**src/asc_regs.svh**
```systemverilog
`ifndef ASC_REGS_SVH
`define ASC_REGS_SVH

// ****************************************************************
// Control word field positions (LSB of each field)
// ****************************************************************
`define CTL_RDSEL_LSB   0
`define CTL_CALSEL_LSB  2
`define CTL_CALKIND_BIT 4
`define CTL_CALIBRATION_RUNNING_BIT   5
`define CTL_ANALOG_INPUT_MODE_BIT   6
`define CTL_PWR_LSB     7
`define CTL_CHSEL_LSB   9
`define CTL_SGL_BIT     12
`define CTL_RST         16'h0000
`define CTL_WMASK       16'h1fdf

// ****************************************************************
// Status word fixed fields
// ****************************************************************
`define STAT_ZERO_HI    2'h0
`define STAT_ONE_MID    2'h3

// ****************************************************************
// Calibration bank layout
// ****************************************************************
`define CAL_COUNT       10
`define CAL_DATA_W      14
`define CAL_IDX_GAIN    4'h0
`define CAL_IDX_OFFSET  4'h1
`define CAL_IDX_LAST    4'h9
`define CAL_RST         14'h0000

// ****************************************************************
// Pin synchroniser reset value: strobes idle high
// ****************************************************************
`define SYNC_RST        22'h380000

`endif

```
**src/asc_pkg.sv**
```systemverilog
`include "asc_regs.svh"

package asc_pkg;

  typedef enum logic [1:0] {
    RDS_RESULT_A = 2'h0,
    RDS_RESULT_B = 2'h1,
    RDS_CAL      = 2'h2,
    RDS_STATUS   = 2'h3
  } asc_rd_sel_t;

  typedef enum logic [1:0] {
    CSEL_ALL      = 2'h0,
    CSEL_GAIN_OFS = 2'h1,
    CSEL_OFS      = 2'h2,
    CSEL_GAIN     = 2'h3
  } asc_cal_sel_t;

  typedef enum logic [2:0] {
    PS_IDLE  = 3'h1,
    PS_READ  = 3'h2,
    PS_WRITE = 3'h4
  } asc_port_st_t;

  function automatic logic [3:0] asc_cal_first(asc_cal_sel_t s);
    return (s == CSEL_OFS) ? `CAL_IDX_OFFSET : `CAL_IDX_GAIN;
  endfunction

  function automatic logic [3:0] asc_cal_last(asc_cal_sel_t s);
    logic [3:0] r;
    r = `CAL_IDX_GAIN;
    unique case (s)
      CSEL_ALL:      r = `CAL_IDX_LAST;
      CSEL_GAIN_OFS: r = `CAL_IDX_OFFSET;
      CSEL_OFS:      r = `CAL_IDX_OFFSET;
      CSEL_GAIN:     r = `CAL_IDX_GAIN;
    endcase
    return r;
  endfunction

endpackage

```
**src/asc_cal_bank.sv**
```systemverilog
`timescale 1ns/1ps
`include "asc_regs.svh"

module asc_cal_bank #(
  parameter int CAL_N = `CAL_COUNT
) (
  input  wire logic                  clk,
  input  wire logic                  rst,
  input  wire logic                  restart,
  input  wire asc_pkg::asc_cal_sel_t cal_sel,
  input  wire logic                  advance,
  input  wire logic                  host_wr,
  input  wire logic [15:0]           host_data,
  input  wire logic                  eng_wr,
  input  wire logic [3:0]            eng_idx,
  input  wire logic [13:0]           eng_data,
  output logic      [15:0]           rd_data
);
  import asc_pkg::*;

  if (CAL_N != `CAL_COUNT) begin : g_bad_n
    $error("asc_cal_bank serves exactly ten calibration entries");
  end

  logic [13:0] cal_mem [CAL_N];
  logic [3:0]  ptr_reg;
  logic [3:0]  ptr_next;
  logic [3:0]  first_idx;
  logic [3:0]  last_idx;

  // RULE15 select code bounds.
  assign first_idx = asc_cal_first(cal_sel);
  assign last_idx  = asc_cal_last(cal_sel);

  // RULE19 restart position, RULE20 auto step, RULE25 ascending order.
  // RULE18 wrap at sequence end.
  assign ptr_next = restart ? first_idx :
                    !advance ? ptr_reg :
                    (ptr_reg == last_idx) ? first_idx : ptr_reg + 4'h1;

  always_ff @(posedge clk) begin
    if (rst) begin
      ptr_reg <= `CAL_IDX_GAIN;
    end else begin
      ptr_reg <= ptr_next;
    end
  end

  // The calibration engine wins a same-cycle collision with a host write,
  // since its result is the fresher coefficient.
  for (genvar i = 0; i < CAL_N; i++) begin : g_ent
    // RULE13 host access, RULE14 engine update.
    always_ff @(posedge clk) begin
      if (rst) begin
        cal_mem[i] <= `CAL_RST;
      end else if (eng_wr && eng_idx == 4'(i)) begin
        cal_mem[i] <= eng_data;
      end else if (host_wr && ptr_reg == 4'(i)) begin
        cal_mem[i] <= host_data[13:0];
      end
    end
  end

  // RULE23 leading zeros, RULE24 fourteen data bits.
  assign rd_data = {2'h0, cal_mem[ptr_reg]};
endmodule

```
**src/asc_status_cal.sv**
```systemverilog
`timescale 1ns/1ps
`include "asc_regs.svh"

// Function
// RULE1 - Sixteen-bit status word is read only; no write changes it.
// RULE2 - Host selects status by writing both read-select bits as ones.
// RULE3 - At power-up every variable status bit is cleared.
// RULE4 - Status bits 15 and 14 always read zero.
// RULE5 - Status bits 7 and 6 always read one.
// RULE6 - Bits 13 to 10 report input mode and channel selection.
// RULE7 - Bits 9 and 8 report the two power setting bits.
// RULE8 - Bit 5 reports the analog input mode setting.
// RULE9 - Bit 4 is one while conversion or calibration runs.
// RULE10 - Bit 3 reports calibration kind: self or system.
// RULE11 - Bits 2 and 1 report the calibration select bits.
// RULE12 - Bit 0 is one while a calibration runs.
// RULE13 - Ten calibration registers, all host readable and writable.
// RULE14 - Calibration updates the registers automatically.
// RULE15 - Select code chooses ten, gain-offset, offset, or gain registers.
// RULE16 - Same addressing for reads and writes; host never mixes them.
// RULE17 - Host sets read-select to binary 10 before calibration reads.
// RULE18 - Pointer resets on control write and at sequence end.
// RULE19 - Pointer starts at gain, or offset when offset alone selected.
// RULE20 - Pointer advances after each complete register access.
// RULE21 - In byte mode the high byte completes access; low byte first.
// RULE22 - Abandoned sequences end at the next control write.
// RULE23 - Calibration reads return two leading zeros.
// RULE24 - Offset and gain registers hold fourteen data bits below zeros.
// RULE25 - Ten-register sequence runs gain, offset, then DAC ascending.
module asc_status_cal #(
  parameter int DATA_W = 16
) (
  input  wire logic                  CORE_CLK,
  input  wire logic                  RST,
  input  wire logic                  CS_N,
  input  wire logic                  RD_N,
  input  wire logic                  WR_N,
  input  wire logic                  HIGH_BYTE_SELECT,
  input  wire logic                  REG_TARGET,
  input  wire logic                  BYTE_MODE,
  input  wire logic [15:0]           DATA_IN,
  output logic      [15:0]           DATA_OUT,
  output logic                       DATA_OE_N,
  input  wire logic                  CONV_BUSY,
  input  wire logic [11:0]           CONV_RESULT,
  input  wire logic                  CAL_DONE,
  input  wire logic                  CAL_ENG_WR,
  input  wire logic [3:0]            CAL_ENG_IDX,
  input  wire logic [13:0]           CAL_ENG_DATA,
  output logic                       SINGLE_OR_DIFFERENTIAL,
  output logic      [2:0]            CHANNEL_SELECT,
  output logic      [1:0]            POWER_SETTING,
  output logic                       ANALOG_INPUT_MODE,
  output logic                       CALIBRATION_KIND,
  output asc_pkg::asc_cal_sel_t      CAL_SELECT,
  output logic                       CALIBRATION_RUNNING,
  output logic                       CAL_START
);
  import asc_pkg::*;

  if (DATA_W != 16) begin : g_bad_w
    $error("asc_status_cal supports a 16-bit host port only");
  end

  // ****************************************************************
  // Pin synchroniser
  // ****************************************************************
  // Every host pin crosses two flops. Data is resampled on each cycle
  // of the write strobe, so the last stable value before release is kept.
  logic [21:0] meta_reg;
  logic [21:0] sync_reg;
  logic [21:0] pins_raw;

  assign pins_raw = {CS_N, RD_N, WR_N, HIGH_BYTE_SELECT, REG_TARGET, BYTE_MODE, DATA_IN};

  always_ff @(posedge CORE_CLK) begin
    if (RST) begin
      meta_reg <= `SYNC_RST;
      sync_reg <= `SYNC_RST;
    end else begin
      meta_reg <= pins_raw;
      sync_reg <= meta_reg;
    end
  end

  logic        cs_n_s;
  logic        rd_n_s;
  logic        wr_n_s;
  logic        high_byte_select_s;
  logic        tgt_s;
  logic        byte_s;
  logic [15:0] data_s;

  assign {cs_n_s, rd_n_s, wr_n_s, high_byte_select_s, tgt_s, byte_s, data_s} = sync_reg;

  // ****************************************************************
  // Host port sequencer
  // ****************************************************************
  asc_port_st_t st_reg;
  asc_port_st_t st_next;
  logic         rd_act;
  logic         wr_act;
  logic         rd_start;
  logic         rd_done;
  logic         wr_start;
  logic         wr_done;

  assign rd_act   = !cs_n_s && !rd_n_s;
  assign wr_act   = !cs_n_s && !wr_n_s;
  assign rd_start = (st_reg == PS_IDLE) && rd_act;
  assign wr_start = (st_reg == PS_IDLE) && !rd_act && wr_act;
  assign rd_done  = (st_reg == PS_READ) && !rd_act;
  assign wr_done  = (st_reg == PS_WRITE) && !wr_act;

  always_comb begin
    st_next = st_reg;
    unique case (st_reg)
      PS_IDLE: begin
        if (rd_act) begin
          st_next = PS_READ;
        end else if (wr_act) begin
          st_next = PS_WRITE;
        end
      end
      PS_READ: begin
        if (!rd_act) begin
          st_next = PS_IDLE;
        end
      end
      PS_WRITE: begin
        if (!wr_act) begin
          st_next = PS_IDLE;
        end
      end
      default: st_next = PS_IDLE;
    endcase
  end

  // Access attributes are frozen at the strobe's leading edge so that a
  // byte-select change mid-strobe cannot split one access into two.
  logic        acc_hi_reg;
  logic        acc_byte_reg;
  logic        acc_tgt_reg;
  logic [15:0] wr_data_reg;
  logic [7:0]  lo_byte_reg;

  always_ff @(posedge CORE_CLK) begin
    if (RST) begin
      st_reg       <= PS_IDLE;
      acc_hi_reg   <= 1'b0;
      acc_byte_reg <= 1'b0;
      acc_tgt_reg  <= 1'b0;
      wr_data_reg  <= 16'h0000;
    end else begin
      st_reg <= st_next;
      if (rd_start || wr_start) begin
        acc_hi_reg   <= high_byte_select_s;
        acc_byte_reg <= byte_s;
        acc_tgt_reg  <= tgt_s;
      end
      if (wr_act) begin
        wr_data_reg <= data_s;
      end
    end
  end

  // RULE21 high byte completes the access.
  logic        acc_full;
  logic        ctl_wr;
  logic        cal_wr;
  logic        lo_wr;
  logic [15:0] wr_word;

  assign acc_full = !acc_byte_reg || acc_hi_reg;
  assign lo_wr    = wr_done && acc_byte_reg && !acc_hi_reg;
  assign ctl_wr   = wr_done && acc_full && !acc_tgt_reg;
  assign cal_wr   = wr_done && acc_full && acc_tgt_reg;
  assign wr_word  = acc_byte_reg ? {wr_data_reg[7:0], lo_byte_reg} : wr_data_reg;

  always_ff @(posedge CORE_CLK) begin
    if (RST) begin
      lo_byte_reg <= 8'h00;
    end else if (lo_wr) begin
      lo_byte_reg <= wr_data_reg[7:0];
    end
  end

  // ****************************************************************
  // Control word and calibration activity
  // ****************************************************************
  logic [15:0]  ctrl_reg;
  logic         cal_run_reg;
  logic         cal_run_next;
  logic         cal_start_reg;
  logic         cal_go;
  asc_rd_sel_t  rd_sel;
  asc_cal_sel_t cal_sel;

  assign rd_sel  = asc_rd_sel_t'(ctrl_reg[`CTL_RDSEL_LSB +: 2]);
  assign cal_sel = asc_cal_sel_t'(ctrl_reg[`CTL_CALSEL_LSB +: 2]);
  assign cal_go  = ctl_wr && wr_word[`CTL_CALIBRATION_RUNNING_BIT];

  // RULE12 start wins over a same-cycle done.
  assign cal_run_next = cal_go || (cal_run_reg && !CAL_DONE);

  // RULE3 power-up clear.
  always_ff @(posedge CORE_CLK) begin
    if (RST) begin
      ctrl_reg      <= `CTL_RST;
      cal_run_reg   <= 1'b0;
      cal_start_reg <= 1'b0;
    end else begin
      if (ctl_wr) begin
        ctrl_reg <= wr_word & `CTL_WMASK;
      end
      cal_run_reg   <= cal_run_next;
      cal_start_reg <= cal_go;
    end
  end

  assign SINGLE_OR_DIFFERENTIAL = ctrl_reg[`CTL_SGL_BIT];
  assign CHANNEL_SELECT         = ctrl_reg[`CTL_CHSEL_LSB +: 3];
  assign POWER_SETTING          = ctrl_reg[`CTL_PWR_LSB +: 2];
  assign ANALOG_INPUT_MODE      = ctrl_reg[`CTL_ANALOG_INPUT_MODE_BIT];
  assign CALIBRATION_KIND       = ctrl_reg[`CTL_CALKIND_BIT];
  assign CAL_SELECT             = cal_sel;
  assign CALIBRATION_RUNNING    = cal_run_reg;
  assign CAL_START              = cal_start_reg;

  // ****************************************************************
  // Status word and calibration bank
  // ****************************************************************
  // RULE1 built from state and CONV_BUSY, never written.
  // RULE4 zeros, RULE5 ones, RULE6 RULE7 RULE8 RULE9 RULE10 RULE11 mirror.
  logic [15:0] status_word;
  logic        busy;

  assign busy        = CONV_BUSY || cal_run_reg;
  assign status_word = {`STAT_ZERO_HI, ctrl_reg[`CTL_SGL_BIT], ctrl_reg[`CTL_CHSEL_LSB +: 3],
                        ctrl_reg[`CTL_PWR_LSB +: 2], `STAT_ONE_MID,
                        ctrl_reg[`CTL_ANALOG_INPUT_MODE_BIT], busy, ctrl_reg[`CTL_CALKIND_BIT],
                        ctrl_reg[`CTL_CALSEL_LSB +: 2], cal_run_reg};

  // RULE17 read-select 10 routes reads into the bank.
  logic        cal_rd;
  logic        cal_adv;
  logic [15:0] cal_rd_data;

  assign cal_rd  = rd_done && acc_full && (rd_sel == RDS_CAL);
  // RULE16 shared pointer for reads and writes.
  assign cal_adv = cal_rd || cal_wr;

  // RULE18 RULE22 every control write restarts the pointer.
  asc_cal_bank #(
    .CAL_N(`CAL_COUNT)
  ) u_bank (
    .clk      (CORE_CLK),
    .rst      (RST),
    .restart  (ctl_wr),
    .cal_sel  (asc_cal_sel_t'(ctl_wr ? wr_word[`CTL_CALSEL_LSB +: 2]
                                     : ctrl_reg[`CTL_CALSEL_LSB +: 2])),
    .advance  (cal_adv),
    .host_wr  (cal_wr),
    .host_data(wr_word),
    .eng_wr   (CAL_ENG_WR),
    .eng_idx  (CAL_ENG_IDX),
    .eng_data (CAL_ENG_DATA),
    .rd_data  (cal_rd_data)
  );

  // ****************************************************************
  // Read data path
  // ****************************************************************
  // RULE2 read-select 11 returns the status word.
  logic [15:0] rd_word;
  logic [15:0] rd_lane;
  logic        oe_n_next;
  logic [15:0] dout_reg;
  logic        oe_n_reg;

  assign rd_word   = (rd_sel == RDS_STATUS) ? status_word :
                     (rd_sel == RDS_CAL)    ? cal_rd_data : {4'h0, CONV_RESULT};
  assign rd_lane   = !byte_s ? rd_word :
                     high_byte_select_s  ? {8'h00, rd_word[15:8]} : {8'h00, rd_word[7:0]};
  assign oe_n_next = !(rd_start || ((st_reg == PS_READ) && rd_act));

  always_ff @(posedge CORE_CLK) begin
    if (RST) begin
      dout_reg <= 16'h0000;
      oe_n_reg <= 1'b1;
    end else begin
      if (rd_start) begin
        dout_reg <= rd_lane;
      end
      oe_n_reg <= oe_n_next;
    end
  end

  assign DATA_OUT  = dout_reg;
  assign DATA_OE_N = oe_n_reg;
endmodule

```
**config.mk**
```make
export PLATFORM = sky130hd
export DESIGN_NAME = asc_status_cal
export DESIGN_NICKNAME = d
export VERILOG_FILES = /design/src/asc_pkg.sv /design/src/asc_cal_bank.sv /design/src/asc_status_cal.sv
export VERILOG_INCLUDE_DIRS = /design/src
export SDC_FILE = /design/constraint.sdc
export NUM_CORES = 1
export LEC_CHECK = 0
export ABC_AREA = 1
export BUFFER_PORTS_ARGS = -buffer_cell sky130_fd_sc_hd__buf_2
export CAP_MARGIN = 20
export CORE_MARGIN = 10
export CORE_UTILIZATION = 40
export CTS_CLUSTER_DIAMETER = 200
export CTS_CLUSTER_SIZE = 10
export DETAILED_ROUTE_END_ITERATION = 8
export GPL_TIMING_DRIVEN = 1
export PLACE_DENSITY = 0.54
export REMOVE_ABC_BUFFERS = 1
export SYNTH_ARGS = -nofsm -noshare
export SYNTH_HDL_FRONTEND = slang
export SYNTH_SLANG_ARGS = --single-unit
```
**constraint.sdc**
```tcl
create_clock -name CORE_CLK -period 3.31 [get_ports CORE_CLK]
set_clock_uncertainty 0.15 [all_clocks]
set_input_delay 0.8275 -clock CORE_CLK [delete_from_list [all_inputs] [get_ports CORE_CLK]]
set_output_delay 0.8275 -clock CORE_CLK [all_outputs]
set_load 0.02 [all_outputs]
```
==> metrics.txt <==
# TYPE chip_impl_metric gauge
chip_impl_info{name="status",value="finished, final reports clean"} 1
chip_impl_metric{name="cap_viol_max_count",unit=""} 0
chip_impl_metric{name="insertedDiodeCount",unit=""} 0
chip_impl_info{name="post-synth-top-count-cell",value="nor2_1"} 1
chip_impl_metric{name="grt_antenna_before_repair",unit=""} 0
chip_impl_metric{name="largest_register_ffs",unit=""} 140
chip_impl_metric{name="grt_max_degree",unit=""} 78
chip_impl_info{name="holdCritPathClass",value="flip-flop to flip-flop"} 1
chip_impl_metric{name="remaining_drc_errors",unit=""} 0
chip_impl_metric{name="coreArea",unit="mm²"} 0.02771
chip_impl_metric{name="vias_in_the_first_global_route",unit=""} 8800
chip_impl_metric{name="static_power_due_to_leakage",unit="nW"} 4.840
chip_impl_metric{name="yosys.area.top_type_share",unit="%"} 37.63
chip_impl_info{name="clock_tree.root_cell",value="clkbuf_16"} 1
chip_impl_metric{name="synthArstFlopShare",unit="%"} 0
chip_impl_metric{name="io_pins",unit=""} 86
chip_impl_info{name="post-synth-top-area-cell",value="edfxtp_1"} 1
chip_impl_info{name="critical_path.top_delay_family",value="simple AND/OR/NAND/NOR gates"} 1
chip_impl_metric{name="clock_latency",unit="ns"} 0.54
chip_impl_metric{name="drt_pass1_iterations",unit=""} 5
chip_impl_info{name="unrepaired_setup_endpoints_after_global_routing",value="no"} 1
chip_impl_metric{name="gp_routability_congestion",unit=""} 0.8871
chip_impl_metric{name="cts_buffers",unit=""} 28
chip_impl_metric{name="worst-path-max-fanout",unit=""} 20
chip_impl_metric{name="routed_wire_length_per_instance",unit="µm"} 20.82
chip_impl_metric{name="nNetsFinal",unit=""} 1336
chip_impl_metric{name="power.total",unit="mW"} 6.510
chip_impl_info{name="ys_top_cells_by_area",value="edfxtp_1 38%, dfxtp_1 19%, o22ai_1 6.8%, o21ai_0 6.3%, nor2_1 5.9%"} 1
chip_impl_metric{name="placement_rows",unit=""} 61
chip_impl_metric{name="track_usage",unit="%"} 19.12
chip_impl_metric{name="cts_sinks",unit=""} 245
chip_impl_metric{name="initialDrtViolationCount",unit=""} 891
chip_impl_metric{name="critical_path.max_stage_delay",unit="ns"} 0.41
chip_impl_info{name="criticalPathCategory",value="flip-flop to flip-flop"} 1
chip_impl_metric{name="flow.area_growth_from_synthesis",unit="%"} 14.52
chip_impl_info{name="worstSetupStartpointType",value="flip-flop"} 1
chip_impl_info{name="timing.critical_path.cells",value="nor2_2 -> buf_4 -> inv_1 -> buf_4 -> nand4_1 -> nand2_1 -> nand2_1 -> nand2_1 -> a21oi_1 -> nand3_1 -> a21oi_1 -> nor3_1"} 1
chip_impl_metric{name="post_drt_via_cell_ratio",unit=""} 5.518
chip_impl_metric{name="finalHoldWorstSlack",unit="ns"} 0.2476
chip_impl_metric{name="grt_pass1_wl",unit="µm"} 52610
chip_impl_metric{name="yosysSeqAreaShare",unit="%"} 56.45
chip_impl_metric{name="mappedNetlistArea",unit="mm²"} 0.01117
chip_impl_metric{name="layout_worst_path_cycle_share",unit="%"} 82.85
chip_impl_info{name="worstSetupEndpointType",value="flip-flop"} 1
chip_impl_metric{name="powerDensity",unit="mW/mm²"} 508.9
chip_impl_metric{name="cts.reportedPaths.clkPinSlew",unit="ns"} 0.06
chip_impl_metric{name="initial_utilization",unit="%"} 40.32
chip_impl_metric{name="synth_area_per_cell",unit="µm²"} 9.247
chip_impl_metric{name="detailed_place_hpwl",unit="µm"} 22490
chip_impl_metric{name="die_area",unit="mm²"} 0.03501
chip_impl_metric{name="crit_arrival",unit="ns"} 2.96
chip_impl_metric{name="post_cts.resized_instances",unit=""} 0
chip_impl_metric{name="final_antenna_net_count",unit=""} 0
chip_impl_metric{name="totalNegativeSetupSlack",unit="ns"} 0
chip_impl_metric{name="globalRoute.totalOverflow",unit=""} 0
chip_impl_info{name="cpMostUsedCell",value="nand2_1"} 1
chip_impl_metric{name="count_of_flip_flops_with_a_built_in_enable_after_synthesis",unit=""} 140
chip_impl_metric{name="layout_cell_share_with_drive_strength_beyond_1",unit="%"} 16.50
chip_impl_metric{name="cts_max_level",unit=""} 1
chip_impl_metric{name="fp.dieW",unit="µm"} 187.1
chip_impl_metric{name="timing.final.crit_period",unit="ns"} 2.742
chip_impl_metric{name="worst-slew-pin-transition",unit="ns"} 0.9846
chip_impl_metric{name="cts_post_setup_buffers_inserted",unit=""} 0
chip_impl_metric{name="timing.critical_path.required",unit="ns"} 3.53
chip_impl_metric{name="timing.final.hold_violations",unit=""} 0
chip_impl_metric{name="syn-instance-count",unit=""} 1208
chip_impl_metric{name="setup_viol",unit=""} 0
chip_impl_info{name="most_used_standard_cells_in_the_synthesized_netlist",value="175 x nor2_1, 140 x edfxtp_1, 140 x o21ai_0"} 1
chip_impl_metric{name="worst-path-buf-inv",unit=""} 3
chip_impl_metric{name="cts_max_path_buffers",unit=""} 3
chip_impl_info{name="worst_path_max_delay_cell",value="nand4_1"} 1
chip_impl_info{name="cts_tree",value="yes"} 1
chip_impl_metric{name="vdd_ir_drop_max",unit="µV"} 391.8
chip_impl_metric{name="slew_headroom",unit="%"} 34.36
chip_impl_metric{name="timing.final.max_slew_violations",unit=""} 0
chip_impl_metric{name="ys_ff_latch",unit=""} 245
chip_impl_metric{name="portBuffers",unit=""} 81
chip_impl_metric{name="yosysWarnings",unit=""} 0
chip_impl_metric{name="fp.dieH",unit="µm"} 187.1
chip_impl_metric{name="vias",unit=""} 9209
chip_impl_metric{name="yosysUniqueCellTypes",unit=""} 40
chip_impl_metric{name="wirelength",unit="µm"} 34750
chip_impl_metric{name="fmaxAchievable",unit="MHz"} 364.6
chip_impl_info{name="synth-main-ff-cell",value="edfxtp_1"} 1
chip_impl_metric{name="total_of_hold_buffers_inserted_after_clock_tree_synthesis",unit=""} 0
## metrics by stage
step | std cells | utilization [%] | area (µm²) | setup WS (ns)
global route | 1669 | 46.17 | 12790 | 0.4099
finish | 1669 | 46.17 | 12790 | 0.5676
floorplan | 1121 | - | 10760 | 0.1129
CTS | 1669 | 46.17 | 12790 | 0.5769
global placement | 1623 | 43.31 | 12000 | 0.3815
detailed placement | 1623 | 43.31 | 12000 | 0.3757
## layer usage
layer	GRT usage [%]	up-vias	wire length [µm]
li1	-	4358	-
met5	0	-	0
met4	6.297	0	1053
met2	30.34	365	15900
met3	2.349	59	2335
met1	26.48	4427	15460
## layout by cell type, fill, tap and decap left out, types with 36 or more instances in the layout
cell type / count
a21oi_1: 52
buf_2: 81
buf_4: 41
dfxtp_1: 104
edfxtp_1: 140
inv_1: 99
nand2_1: 128
nand3_1: 36
nor2_1: 175
o21ai_0: 137
o22ai_1: 122
## worst reg2reg max path: cells and delay by family (launching register included)
family	cells	cell delay, ns
AO/OA/AOI/OAI	2	0.40
flip-flops	1	0.31
AND/OR/NAND/NOR	7	1.26
buffers and inverters	3	0.49
## worst paths after layout
path | from | endpoint | slack [ns] | depth (start not counted)
setup / recovery | sync_reg[21] | flip-flop | 0.57 | 12
hold / removal | meta_reg[20] | sync_reg[20] | 0.25 | 1
setup reg to reg | sync_reg[21] | flip-flop | 0.57 | 12
hold reg to reg | meta_reg[20] | sync_reg[20] | 0.25 | 1
## power by group
group	switching, mW	total (mW)	internal (mW)	leakage (nW)
Clock	1.18	2.78	1.60	0.381
Sequential	0.0342	3.38	3.35	2.20
Combinational	0.256	0.352	0.0966	2.26
## kinds of logic (layout without fill, tap and decap cells)
family | Yosys count | count (layout) | share of synthesized area [%]
and+or+nand+nor | 377 | 377 | 14.45
AOI/OAI and AO/OA | 367 | 367 | 20.37
DFF | 245 | 245 | 56.45
buffers and inverters | 208 | 290 | 7.728
adders and majority gates | 4 | 4 | 0.4480
muxes | 4 | 4 | 0.3584
xor gates and xnor gates | 2 | 2 | 0.1568
other | 1 | 2 | 0.03357
## area by class of cell
cell class,count,area [µm²]
Clock buffer,45,785.8
Clock inverter,1,6.256
Fill cell,2758,14910
Inverter,120,450.4
Multi-Input combinational cell,756,4016
Sequential cell,245,6307
Tap cell,378,473.0
Timing Repair Buffer,124,753.2
(Power assumes the default switching activity.)
